[config.mk]
export PLATFORM = sky130hd
export DESIGN_NAME = tec_timer
export DESIGN_NICKNAME = d
export VERILOG_FILES = /design/src/common/tec_pkg.sv /design/src/rtl/tec_timer.sv /design/src/rtl/tec_prescaler.sv /design/src/rtl/tec_pin_sync.sv
export SDC_FILE = /design/constraint.sdc
export NUM_CORES = 1
export LEC_CHECK = 0
export CAP_MARGIN = 20
export CORE_AREA = 2 2 127 129
export CTS_BUF_LIST = sky130_fd_sc_hd__clkbuf_8
export CTS_CLUSTER_SIZE = 25
export DETAILED_ROUTE_END_ITERATION = 8
export DIE_AREA = 0 0 129 131
export DONT_BUFFER_PORTS = 1
export SYNTH_ARGS = -nofsm -noshare
export SYNTH_HDL_FRONTEND = slang
export SYNTH_SLANG_ARGS = --single-unit
export TNS_END_PERCENT = 1
[constraint.sdc]
create_clock -name clock -period 6.6 [get_ports clock]
set_input_delay 0 -clock clock [delete_from_list [all_inputs] [get_ports clock]]
set_output_delay 0 -clock clock [all_outputs]
set_load 0.02 [all_outputs]
[src/common/tec_pkg.sv]
// tec_pkg: constants and carrier types for the 8-bit timer/event counter.
// assumes an AXI4-Lite slave with 32-bit data; offsets are word indices.
package tec_pkg;
   // ======================================================
   // register map (printed index, byte address is 4x)
   localparam logic [7:0] IDX_COUNT = 8'h0D;
   localparam logic [7:0] IDX_CTRL = 8'h0E;
   localparam logic [7:0] IDX_INTERRUPT_CONTROL_REGISTER = 8'h0B;
   localparam logic [7:0] CTRL_RESET = 8'h08;
   localparam logic [7:0] INTERRUPT_CONTROL_REGISTER_RESET = 8'h00;
   localparam logic [7:0] COUNT_RESET = 8'h00;
   // ======================================================
   // field positions
   localparam int PSC_LSB = 0;
   localparam int EDGE_BIT = 3;
   localparam int RUN_BIT = 4;
   localparam int MODE_LSB = 6;
   localparam int IEN_BIT = 2;
   localparam int OVF_BIT = 5;
   localparam logic [7:0] COUNT_MAX = 8'hFF;
   localparam logic [7:0] CTRL_WMASK = 8'hDF;
   localparam logic [7:0] INTERRUPT_CONTROL_REGISTER_WMASK = 8'h24;
   localparam logic [1:0] RESP_OKAY = 2'h0;
   localparam logic [1:0] RESP_SLVERR = 2'h2;

   typedef enum logic [1:0] {
      MODE_NONE = 2'h0,
      MODE_EVENT = 2'h1,
      MODE_TIMER = 2'h2,
      MODE_PULSE = 2'h3
   } tec_mode_e;

   // control register layout
   typedef struct packed {
      tec_mode_e mode;
      logic unused5;
      logic run;
      logic edgeFall;
      logic [2:0] psc;
   } tec_ctrl_s;

   // software access toward the counter core
   typedef struct packed {
      logic countWr;
      logic countRd;
      logic ctrlWr;
      logic [7:0] data;
   } tec_req_s;
endpackage : tec_pkg

[src/rtl/tec_timer.sv]
// tec_timer: 8-bit timer/event counter with AXI4-Lite registers.
// assumes one system clock; event pin is asynchronous and synchronised.
//
// Chosen here: the AXI4-Lite slave port.
`timescale 1ns/1ps
module tec_timer
   import tec_pkg::*;
(
   input wire logic clock,
   input wire logic rstn,
   input wire logic warmReset,
   input wire logic eventPin,
   output logic divOut,
   output logic wakeUp,
   output logic irqReq,
   input wire logic [31:0] s_axi_awaddr,
   input wire logic s_axi_awvalid,
   output logic s_axi_awready,
   input wire logic [31:0] s_axi_wdata,
   input wire logic [3:0] s_axi_wstrb,
   input wire logic s_axi_wvalid,
   output logic s_axi_wready,
   output logic [1:0] s_axi_bresp,
   output logic s_axi_bvalid,
   input wire logic s_axi_bready,
   input wire logic [31:0] s_axi_araddr,
   input wire logic s_axi_arvalid,
   output logic s_axi_arready,
   output logic [31:0] s_axi_rdata,
   output logic [1:0] s_axi_rresp,
   output logic s_axi_rvalid,
   input wire logic s_axi_rready
);
   // ======================================================
   // declarations
   tec_ctrl_s ctrl_r;
   logic [7:0] count_r;
   logic [7:0] preload_r;
   logic ovfFlag_r;
   logic irqEn_r;
   logic divOut_r;
   logic wakeUp_r;
   logic irqReq_r;
   logic awHeld_r;
   logic wHeld_r;
   logic [7:0] awIdx_r;
   logic [31:0] wData_r;
   logic [3:0] wStrb_r;
   logic bValid_r;
   logic [1:0] bResp_r;
   logic rValid_r;
   logic [31:0] rData_r;
   logic [1:0] rResp_r;
   logic awReady_r;
   logic wReady_r;
   logic arReady_r;
   logic awHeld_nxt;
   logic wHeld_nxt;
   logic bValid_nxt;
   logic rValid_nxt;
   logic pinRise;
   logic pinFall;
   logic fintTick;
   tec_req_s req;
   logic doWrite;
   logic doRead;
   logic [7:0] rdIdx;
   logic [7:0] wrByte;
   logic countStep;
   logic overflow;
   logic pulseDone;
   logic activeEdge;
   logic pulseStart;
   logic returnEdge;

   // pulse measurement phase
   typedef enum logic [2:0] {
      PW_ARM = 3'b001,
      PW_COUNT = 3'b010,
      PW_HELD = 3'b100
   } tec_pw_e;
   tec_pw_e pw_r;
   tec_pw_e pw_nxt;

   // word index from a byte address
   function automatic logic [7:0] wordIdx(input logic [31:0] addr);
      return addr[9:2];
   endfunction : wordIdx

   function automatic logic mapped(input logic [7:0] idx);
      return (idx == IDX_COUNT) || (idx == IDX_CTRL) ||
         (idx == IDX_INTERRUPT_CONTROL_REGISTER);
   endfunction : mapped

   // ======================================================
   // submodules
   tec_pin_sync u_sync (
      .clock(clock),
      .rstn(rstn),
      .pinAsync(eventPin),
      .level(),
      .rise(pinRise),
      .fall(pinFall)
   );

   tec_prescaler #(.WIDTH(8)) u_psc (
      .clock(clock),
      .rstn(rstn),
      .sel(ctrl_r.psc),
      .tick(fintTick)
   );

   // ======================================================
   // AXI4-Lite write side: hold address and data until both present
   always_ff @(posedge clock or negedge rstn) begin
      if (!rstn) begin
         awHeld_r <= 1'b0;
         wHeld_r <= 1'b0;
         awIdx_r <= 8'h00;
         wData_r <= 32'h0000_0000;
         wStrb_r <= 4'h0;
      end else begin
         if (s_axi_awvalid && s_axi_awready) begin
            awHeld_r <= 1'b1;
            awIdx_r <= wordIdx(s_axi_awaddr);
         end else if (doWrite) begin
            awHeld_r <= 1'b0;
         end
         if (s_axi_wvalid && s_axi_wready) begin
            wHeld_r <= 1'b1;
            wData_r <= s_axi_wdata;
            wStrb_r <= s_axi_wstrb;
         end else if (doWrite) begin
            wHeld_r <= 1'b0;
         end
      end
   end

   assign doWrite = awHeld_r & wHeld_r & ~bValid_r;
   assign awHeld_nxt = (s_axi_awvalid & s_axi_awready) |
      (awHeld_r & ~doWrite);
   assign wHeld_nxt = (s_axi_wvalid & s_axi_wready) |
      (wHeld_r & ~doWrite);
   assign wrByte = wData_r[7:0];

   // write response, one cycle after both halves are held
   always_ff @(posedge clock or negedge rstn) begin
      if (!rstn) begin
         bValid_r <= 1'b0;
         bResp_r <= RESP_OKAY;
      end else begin
         if (doWrite) begin
            bValid_r <= 1'b1;
            bResp_r <= mapped(awIdx_r) ? RESP_OKAY : RESP_SLVERR;
         end else if (s_axi_bready) begin
            bValid_r <= 1'b0;
         end
      end
   end

   // ======================================================
   // AXI4-Lite read side: accept and answer in the next cycle
   assign doRead = s_axi_arvalid & ~rValid_r;
   assign rdIdx = wordIdx(s_axi_araddr);

   always_ff @(posedge clock or negedge rstn) begin
      if (!rstn) begin
         rValid_r <= 1'b0;
         rData_r <= 32'h0000_0000;
         rResp_r <= RESP_OKAY;
      end else begin
         if (doRead) begin
            rValid_r <= 1'b1;
            rResp_r <= mapped(rdIdx) ? RESP_OKAY : RESP_SLVERR;
            unique case (rdIdx)
               IDX_COUNT: rData_r <= {24'h000000, count_r};
               IDX_CTRL: rData_r <= {24'h000000, ctrl_r};
               IDX_INTERRUPT_CONTROL_REGISTER: rData_r <= {24'h000000, 2'h0, ovfFlag_r,
                  2'h0, irqEn_r, 2'h0};
               default: rData_r <= 32'h0000_0000;
            endcase
         end else if (s_axi_rready) begin
            rValid_r <= 1'b0;
         end
      end
   end

   // ======================================================
   // ready flops: same value as ~held & ~valid, computed one edge early
   // so every bus output leaves a flop; costs a few next-state terms
   assign bValid_nxt = doWrite | (bValid_r & ~s_axi_bready);
   assign rValid_nxt = doRead | (rValid_r & ~s_axi_rready);

   always_ff @(posedge clock or negedge rstn) begin
      if (!rstn) begin
         awReady_r <= 1'b1;
         wReady_r <= 1'b1;
         arReady_r <= 1'b1;
      end else begin
         awReady_r <= ~awHeld_nxt & ~bValid_nxt;
         wReady_r <= ~wHeld_nxt & ~bValid_nxt;
         arReady_r <= ~rValid_nxt;
      end
   end

   assign s_axi_awready = awReady_r;
   assign s_axi_wready = wReady_r;
   assign s_axi_arready = arReady_r;

   // ======================================================
   // request bundle toward the counter core
   always_comb begin
      req = '0;
      req.data = wrByte;
      req.countWr = doWrite & wStrb_r[0] & (awIdx_r == IDX_COUNT);
      req.ctrlWr = doWrite & wStrb_r[0] & (awIdx_r == IDX_CTRL);
      req.countRd = doRead & (rdIdx == IDX_COUNT);
   end

   // ======================================================
   // count source select and overflow
   assign activeEdge = ctrl_r.edgeFall ? pinFall : pinRise;
   // pulse mode reads the edge bit the other way: set opens on a rise
   assign pulseStart = ctrl_r.edgeFall ? pinRise : pinFall;
   assign returnEdge = ctrl_r.edgeFall ? pinFall : pinRise;

   always_comb begin
      countStep = 1'b0;
      // a warm reset freezes counting, so no overflow side effects either
      if (ctrl_r.run && !req.countRd && !warmReset) begin
         unique case (ctrl_r.mode)
            MODE_EVENT: countStep = activeEdge;
            MODE_TIMER: countStep = fintTick;
            MODE_PULSE: countStep = fintTick && pw_r == PW_COUNT;
            MODE_NONE: countStep = 1'b0;
         endcase
      end
   end

   assign overflow = countStep & (count_r == COUNT_MAX);
   assign pulseDone = ctrl_r.run & (ctrl_r.mode == MODE_PULSE) &
      (pw_r == PW_COUNT) & returnEdge;

   // ======================================================
   // pulse measurement sequencer
   always_comb begin
      pw_nxt = pw_r;
      unique case (pw_r)
         PW_ARM: begin
            // edge, not level, opens the window
            if (ctrl_r.run && ctrl_r.mode == MODE_PULSE && pulseStart) begin
               pw_nxt = PW_COUNT;
            end
         end
         PW_COUNT: begin
            if (pulseDone) begin
               pw_nxt = PW_HELD;
            end else if (!ctrl_r.run || ctrl_r.mode != MODE_PULSE) begin
               pw_nxt = PW_ARM;
            end
         end
         PW_HELD: begin
            // result stays until software sets run again
            if (req.ctrlWr && req.data[RUN_BIT]) begin
               pw_nxt = PW_ARM;
            end
         end
      endcase
   end

   always_ff @(posedge clock or negedge rstn) begin
      if (!rstn) begin
         pw_r <= PW_ARM;
      end else if (!warmReset) begin
         pw_r <= pw_nxt;
      end
   end

   // ======================================================
   // control register; warm reset leaves it untouched
   always_ff @(posedge clock or negedge rstn) begin
      if (!rstn) begin
         ctrl_r <= tec_ctrl_s'(CTRL_RESET);
      end else if (!warmReset) begin
         if (req.ctrlWr) begin
            ctrl_r <= tec_ctrl_s'(req.data & CTRL_WMASK);
         end else if (pulseDone) begin
            ctrl_r.run <= 1'b0;
         end
      end
   end

   // ======================================================
   // preload and counter
   always_ff @(posedge clock or negedge rstn) begin
      if (!rstn) begin
         preload_r <= COUNT_RESET;
      end else if (!warmReset && req.countWr) begin
         preload_r <= req.data;
      end
   end

   always_ff @(posedge clock or negedge rstn) begin
      if (!rstn) begin
         count_r <= COUNT_RESET;
      end else if (!warmReset) begin
         if (req.countWr && !ctrl_r.run) begin
            count_r <= req.data;
         end else if (overflow) begin
            count_r <= preload_r;
         end else if (countStep) begin
            count_r <= count_r + 8'h01;
         end
      end
   end

   // ======================================================
   // interrupt control bits: overflow set beats software clear
   always_ff @(posedge clock or negedge rstn) begin
      if (!rstn) begin
         ovfFlag_r <= INTERRUPT_CONTROL_REGISTER_RESET[OVF_BIT];
         irqEn_r <= INTERRUPT_CONTROL_REGISTER_RESET[IEN_BIT];
      end else if (!warmReset) begin
         if (doWrite && wStrb_r[0] && awIdx_r == IDX_INTERRUPT_CONTROL_REGISTER) begin
            ovfFlag_r <= wrByte[OVF_BIT] | overflow;
            irqEn_r <= wrByte[IEN_BIT];
         end else if (overflow) begin
            ovfFlag_r <= 1'b1;
         end
      end
   end

   // ======================================================
   // registered outputs
   always_ff @(posedge clock or negedge rstn) begin
      if (!rstn) begin
         divOut_r <= 1'b0;
         wakeUp_r <= 1'b0;
         irqReq_r <= 1'b0;
      end else begin
         if (overflow) begin
            divOut_r <= ~divOut_r;
         end
         wakeUp_r <= overflow;
         irqReq_r <= ovfFlag_r & irqEn_r;
      end
   end

   assign divOut = divOut_r;
   assign wakeUp = wakeUp_r;
   assign irqReq = irqReq_r;
   assign s_axi_bvalid = bValid_r;
   assign s_axi_bresp = bResp_r;
   assign s_axi_rvalid = rValid_r;
   assign s_axi_rdata = rData_r;
   assign s_axi_rresp = rResp_r;

endmodule : tec_timer

[src/rtl/tec_prescaler.sv]
// tec_prescaler: divides the system clock by 2..256, one-cycle tick out.
// assumes the select comes from a register on the same clock.
`timescale 1ns/1ps
module tec_prescaler
   import tec_pkg::*;
#(
   parameter int WIDTH = 8
) (
   input wire logic clock,
   input wire logic rstn,
   input wire logic [2:0] sel,
   output logic tick
);
   logic [WIDTH-1:0] div_r;

   // ======================================================
   // free running divider; a select change may give one odd period
   always_ff @(posedge clock or negedge rstn) begin
      if (!rstn) begin
         div_r <= '0;
      end else begin
         div_r <= div_r + 1'b1;
      end
   end

   // tick when the low sel+1 bits are all ones: /2 .. /256
   always_comb begin
      logic [WIDTH-1:0] m;
      m = '0;
      m = (WIDTH'(2) << sel) - 1'b1;
      tick = ((div_r & m) == m);
   end
endmodule : tec_prescaler

[src/rtl/tec_pin_sync.sv]
// tec_pin_sync: two-flop synchroniser plus edge detect for the event pin.
// assumes the pin is asynchronous to clock.
`timescale 1ns/1ps
module tec_pin_sync (
   input wire logic clock,
   input wire logic rstn,
   input wire logic pinAsync,
   output logic level,
   output logic rise,
   output logic fall
);
   logic meta_r;
   logic sync_r;
   logic last_r;

   // ======================================================
   // meta_r is read only by sync_r
   always_ff @(posedge clock or negedge rstn) begin
      if (!rstn) begin
         meta_r <= 1'b0;
         sync_r <= 1'b0;
         last_r <= 1'b0;
      end else begin
         meta_r <= pinAsync;
         sync_r <= meta_r;
         last_r <= sync_r;
      end
   end

   assign level = sync_r;
   assign rise = sync_r & ~last_r;
   assign fall = ~sync_r & last_r;
endmodule : tec_pin_sync

==> reports/results.ini <==
[worst_setup_path]
critPathRequiredTime_ns = 6.85
critPathLaunchType = register
arrival_ns = 3.28
path_class = register to register
critPathMaxFanout = 12
worstSetupEndpointType = register
crit_start = ctrl_r[1]$_DFFE_PN0P_
r2r-start = ctrl_r[1]$_DFFE_PN0P_

[route]
ant_nets = 0
vias = 2676
drc = 0
dr.pass1.iters = 4
postRouteWirelength_um = 8180
drt-initial-drc-count = 212
post_drt_wl_per_cell_um = 13.7
viasPerCell = 4.49

[grt]
grt_max_degree = 77
antenna_found_initial = 0
grt_pass1_wl_um = 13500
overflow = 0
grt_pass1_vias = 2698
grtUsageTotal_pct = 10.3

[floorplan]
row_count = 46
core_area_sq_um = 15600
die_x_um = 129
dieArea_sq_um = 16900
ios = 153
start_util_pct = 24.3
die_h_um = 131

[synth]
synth.cell_area_sq_um = 3780
synthTopCellsByArea = dfrtp_1 (47%), mux2_2 (8.6%), buf_4 (5.2%)
yosysTopAreaCellShare_pct = 46.9
synthArstFlopShare_pct = 100
ys_seq_area_share_pct = 50.4
ys_ff_latch = 76
syn_avg_cell_area_sq_um = 10.9
synth_edf_count = 0
ys.flop_type = dfrtp_1
ys_types = 58
synth_warnings = 0
synthCells = 346
synth_area_leader_cell = dfrtp_1

[final_layout]
multi_input_area_sq_um = 1690
drive_gt1_share_pct = 15.8
syn_to_final_growth_pct = 17.1
final_common_cell = dfrtp_1
design_area_sq_um = 4430
layout_common_cells = dfrtp_1 (71), dlygate4sd3_1 (30), nand2_1 (29), mux2_2 (29), conb_1 (26)
n_fill_cell = 1630
antenna_cells = 0
final_nets = 487
final-seq-area_sq_um = 1910

[clock_tree]
clock-sinks = 76
cts_tree = done
clk_latency_ns = 0.36
cts_resized = 0
clock-root-buffer = clkbuf_8
cts_made_buffers = 9
path_clk_slew_ns = 0.09
clockBufferDepth = 2
h-tree-depth = 3

[placed_design]
dp_hpwl_um = 5850
pre_cts_ws_ns = 3.59
place_congestion = 0.768
port_buffers = 0
placed_cell_area_sq_um = 3890

[sta]
relSlewSlack_pct = 46.1
finalCritPeriodShare_pct = 46.0
hold_ws_ns = 0.0227
report.final.hold_viol_count = 0
fin_skew_ns = 0.00685
min_period_ns = 3.04
fin_tns_setup_ns = 0
max_clock_freq_ghz = 0.329
maxSlewViolCount = 0
setup_ws_ns = 3.56
worst_pin_slew_ns = 0.802
finalSetupViolations = 0
rsz0062_at_grt = no

[status]
outcome = complete, no violations

[power]
ir_drop_v = 0.000144
p_total_mw = 1.31
powerDensity_nw_per_um2 = 295
p_leak_nw = 1.85

[job]
cap_violations = 0

[worst_hold_path]
min_from = s_axi_awvalid
min-delay-path-class = input pin to register

cell type report:
class	instances	share of cell area [%]
Clock buffer	9	2.80
Clock inverter	7	1.72
Inverter	7	0.593
Multi-Input combinational cell	249	38.2
Sequential cell	76	43.1
Tap cell	216	6.10
Timing Repair Buffer	32	7.57
synth_stat cells, types with 2 or more instances:
library cell and number:
mux2i_1 3, ha_1 3, a211oi_1 4, and3_1 2, o21ai_0 22, mux2_2 29, and4_1 2, nor2b_1 5
a221o_1 3, xor2_1 7, a2bb2oi_1 2, inv_1 7, nor3b_1 2, xnor2_1 6, nand4_1 2, dfrtp_1 71
a21oi_1 16, dfstp_2 5, o22a_1 9, nor2_1 16, nor3_1 6, clkbuf_1 10, or3_1 3, a22oi_1 8
nand3b_1 5, buf_4 26, buf_2 2, o22ai_1 2, nand2b_1 6, nand2_1 29, nand3_1 6
per-stage QoR:
stage / std cells / utilization, %
6_report: 596 / 28.4
5_1_grt: 596 / 28.4
4_1_cts: 595 / 28.4
3_5_place_dp: 548 / 25.0
3_3_place_gp: 548 / 25.0
2_1_floorplan: 371 / -
state kept, by name, indices dropped and copies added (netlist names), 3 cells and up:
name / flops
preload_r: 8
u_psc.div_r: 8
wData_r: 8
awIdx_r: 8
count_r: 8
pw_r: 3
s_axi_rdata: 8
ctrl_r: 7
path summary, 6_finish.rpt:
kind                                                    to  slack [ns]  cells after the start
worst max-delay path                count_r[3]$_DFFE_PN0P_        3.56                      8
worst min-delay path                  awHeld_r$_DFFE_PN0P_        0.02                      2
worst max register to register      count_r[3]$_DFFE_PN0P_        3.56                      8
worst min register to register      u_sync.level$_DFF_PN0_        0.37                      0
max in group asynchronous              pw_r[0]$_DFFE_PN1P_        6.06                      2
min in group asynchronous       s_axi_rdata[2]$_DFFE_PN0P_        0.20                      2
layer usage:
metal / global-route usage [%] / vias to the layer above / wire length [um]
li1: - / 1247 / -
met1: 12.0 / 1319 / 3520
met2: 17.1 / 94 / 3950
met3: 3.50 / 16 / 504
met4: 5.31 / 0 / 212
met5: 0 / - / 0
power by group:
part / internal, mW / switching (mW) / total (mW)
combinational: 0.132 / 0.109 / 0.241
sequential: 0.567 / 0.134 / 0.702
clock: 0.176 / 0.186 / 0.363
total: 0.876 / 0.429 / 1.31
cells by family after synthesis:
group                      count (synthesis)  synth area share, %
adders and majority gates                  3                0.992
and+or+nand+nor                           95                 14.3
other                                      1               0.0991
AOI/OAI and AO/OA                         80                 14.4
muxes                                     32                 9.42
DFF                                       76                 50.4
buffers and inverters                     46                 7.41
xor gates and xnor gates                  13                 3.01
worst max-delay path, stage by stage, from the launching register on:
cell and delay, ns:
dfrtp_1 0.49, or3_1 0.41, ha_1 0.28, xor2_1 0.18, o2bb2a_1 0.30, o211a_1 0.22
o2111ai_2 0.49, a21oi_1 0.28, o22a_1 0.27
repair_timing:
action,CTS,global route
endpoints found under the hold margin,125,0
buffers inserted,0,0
hold buffers,31,0
(Power assumes the default switching activity.)
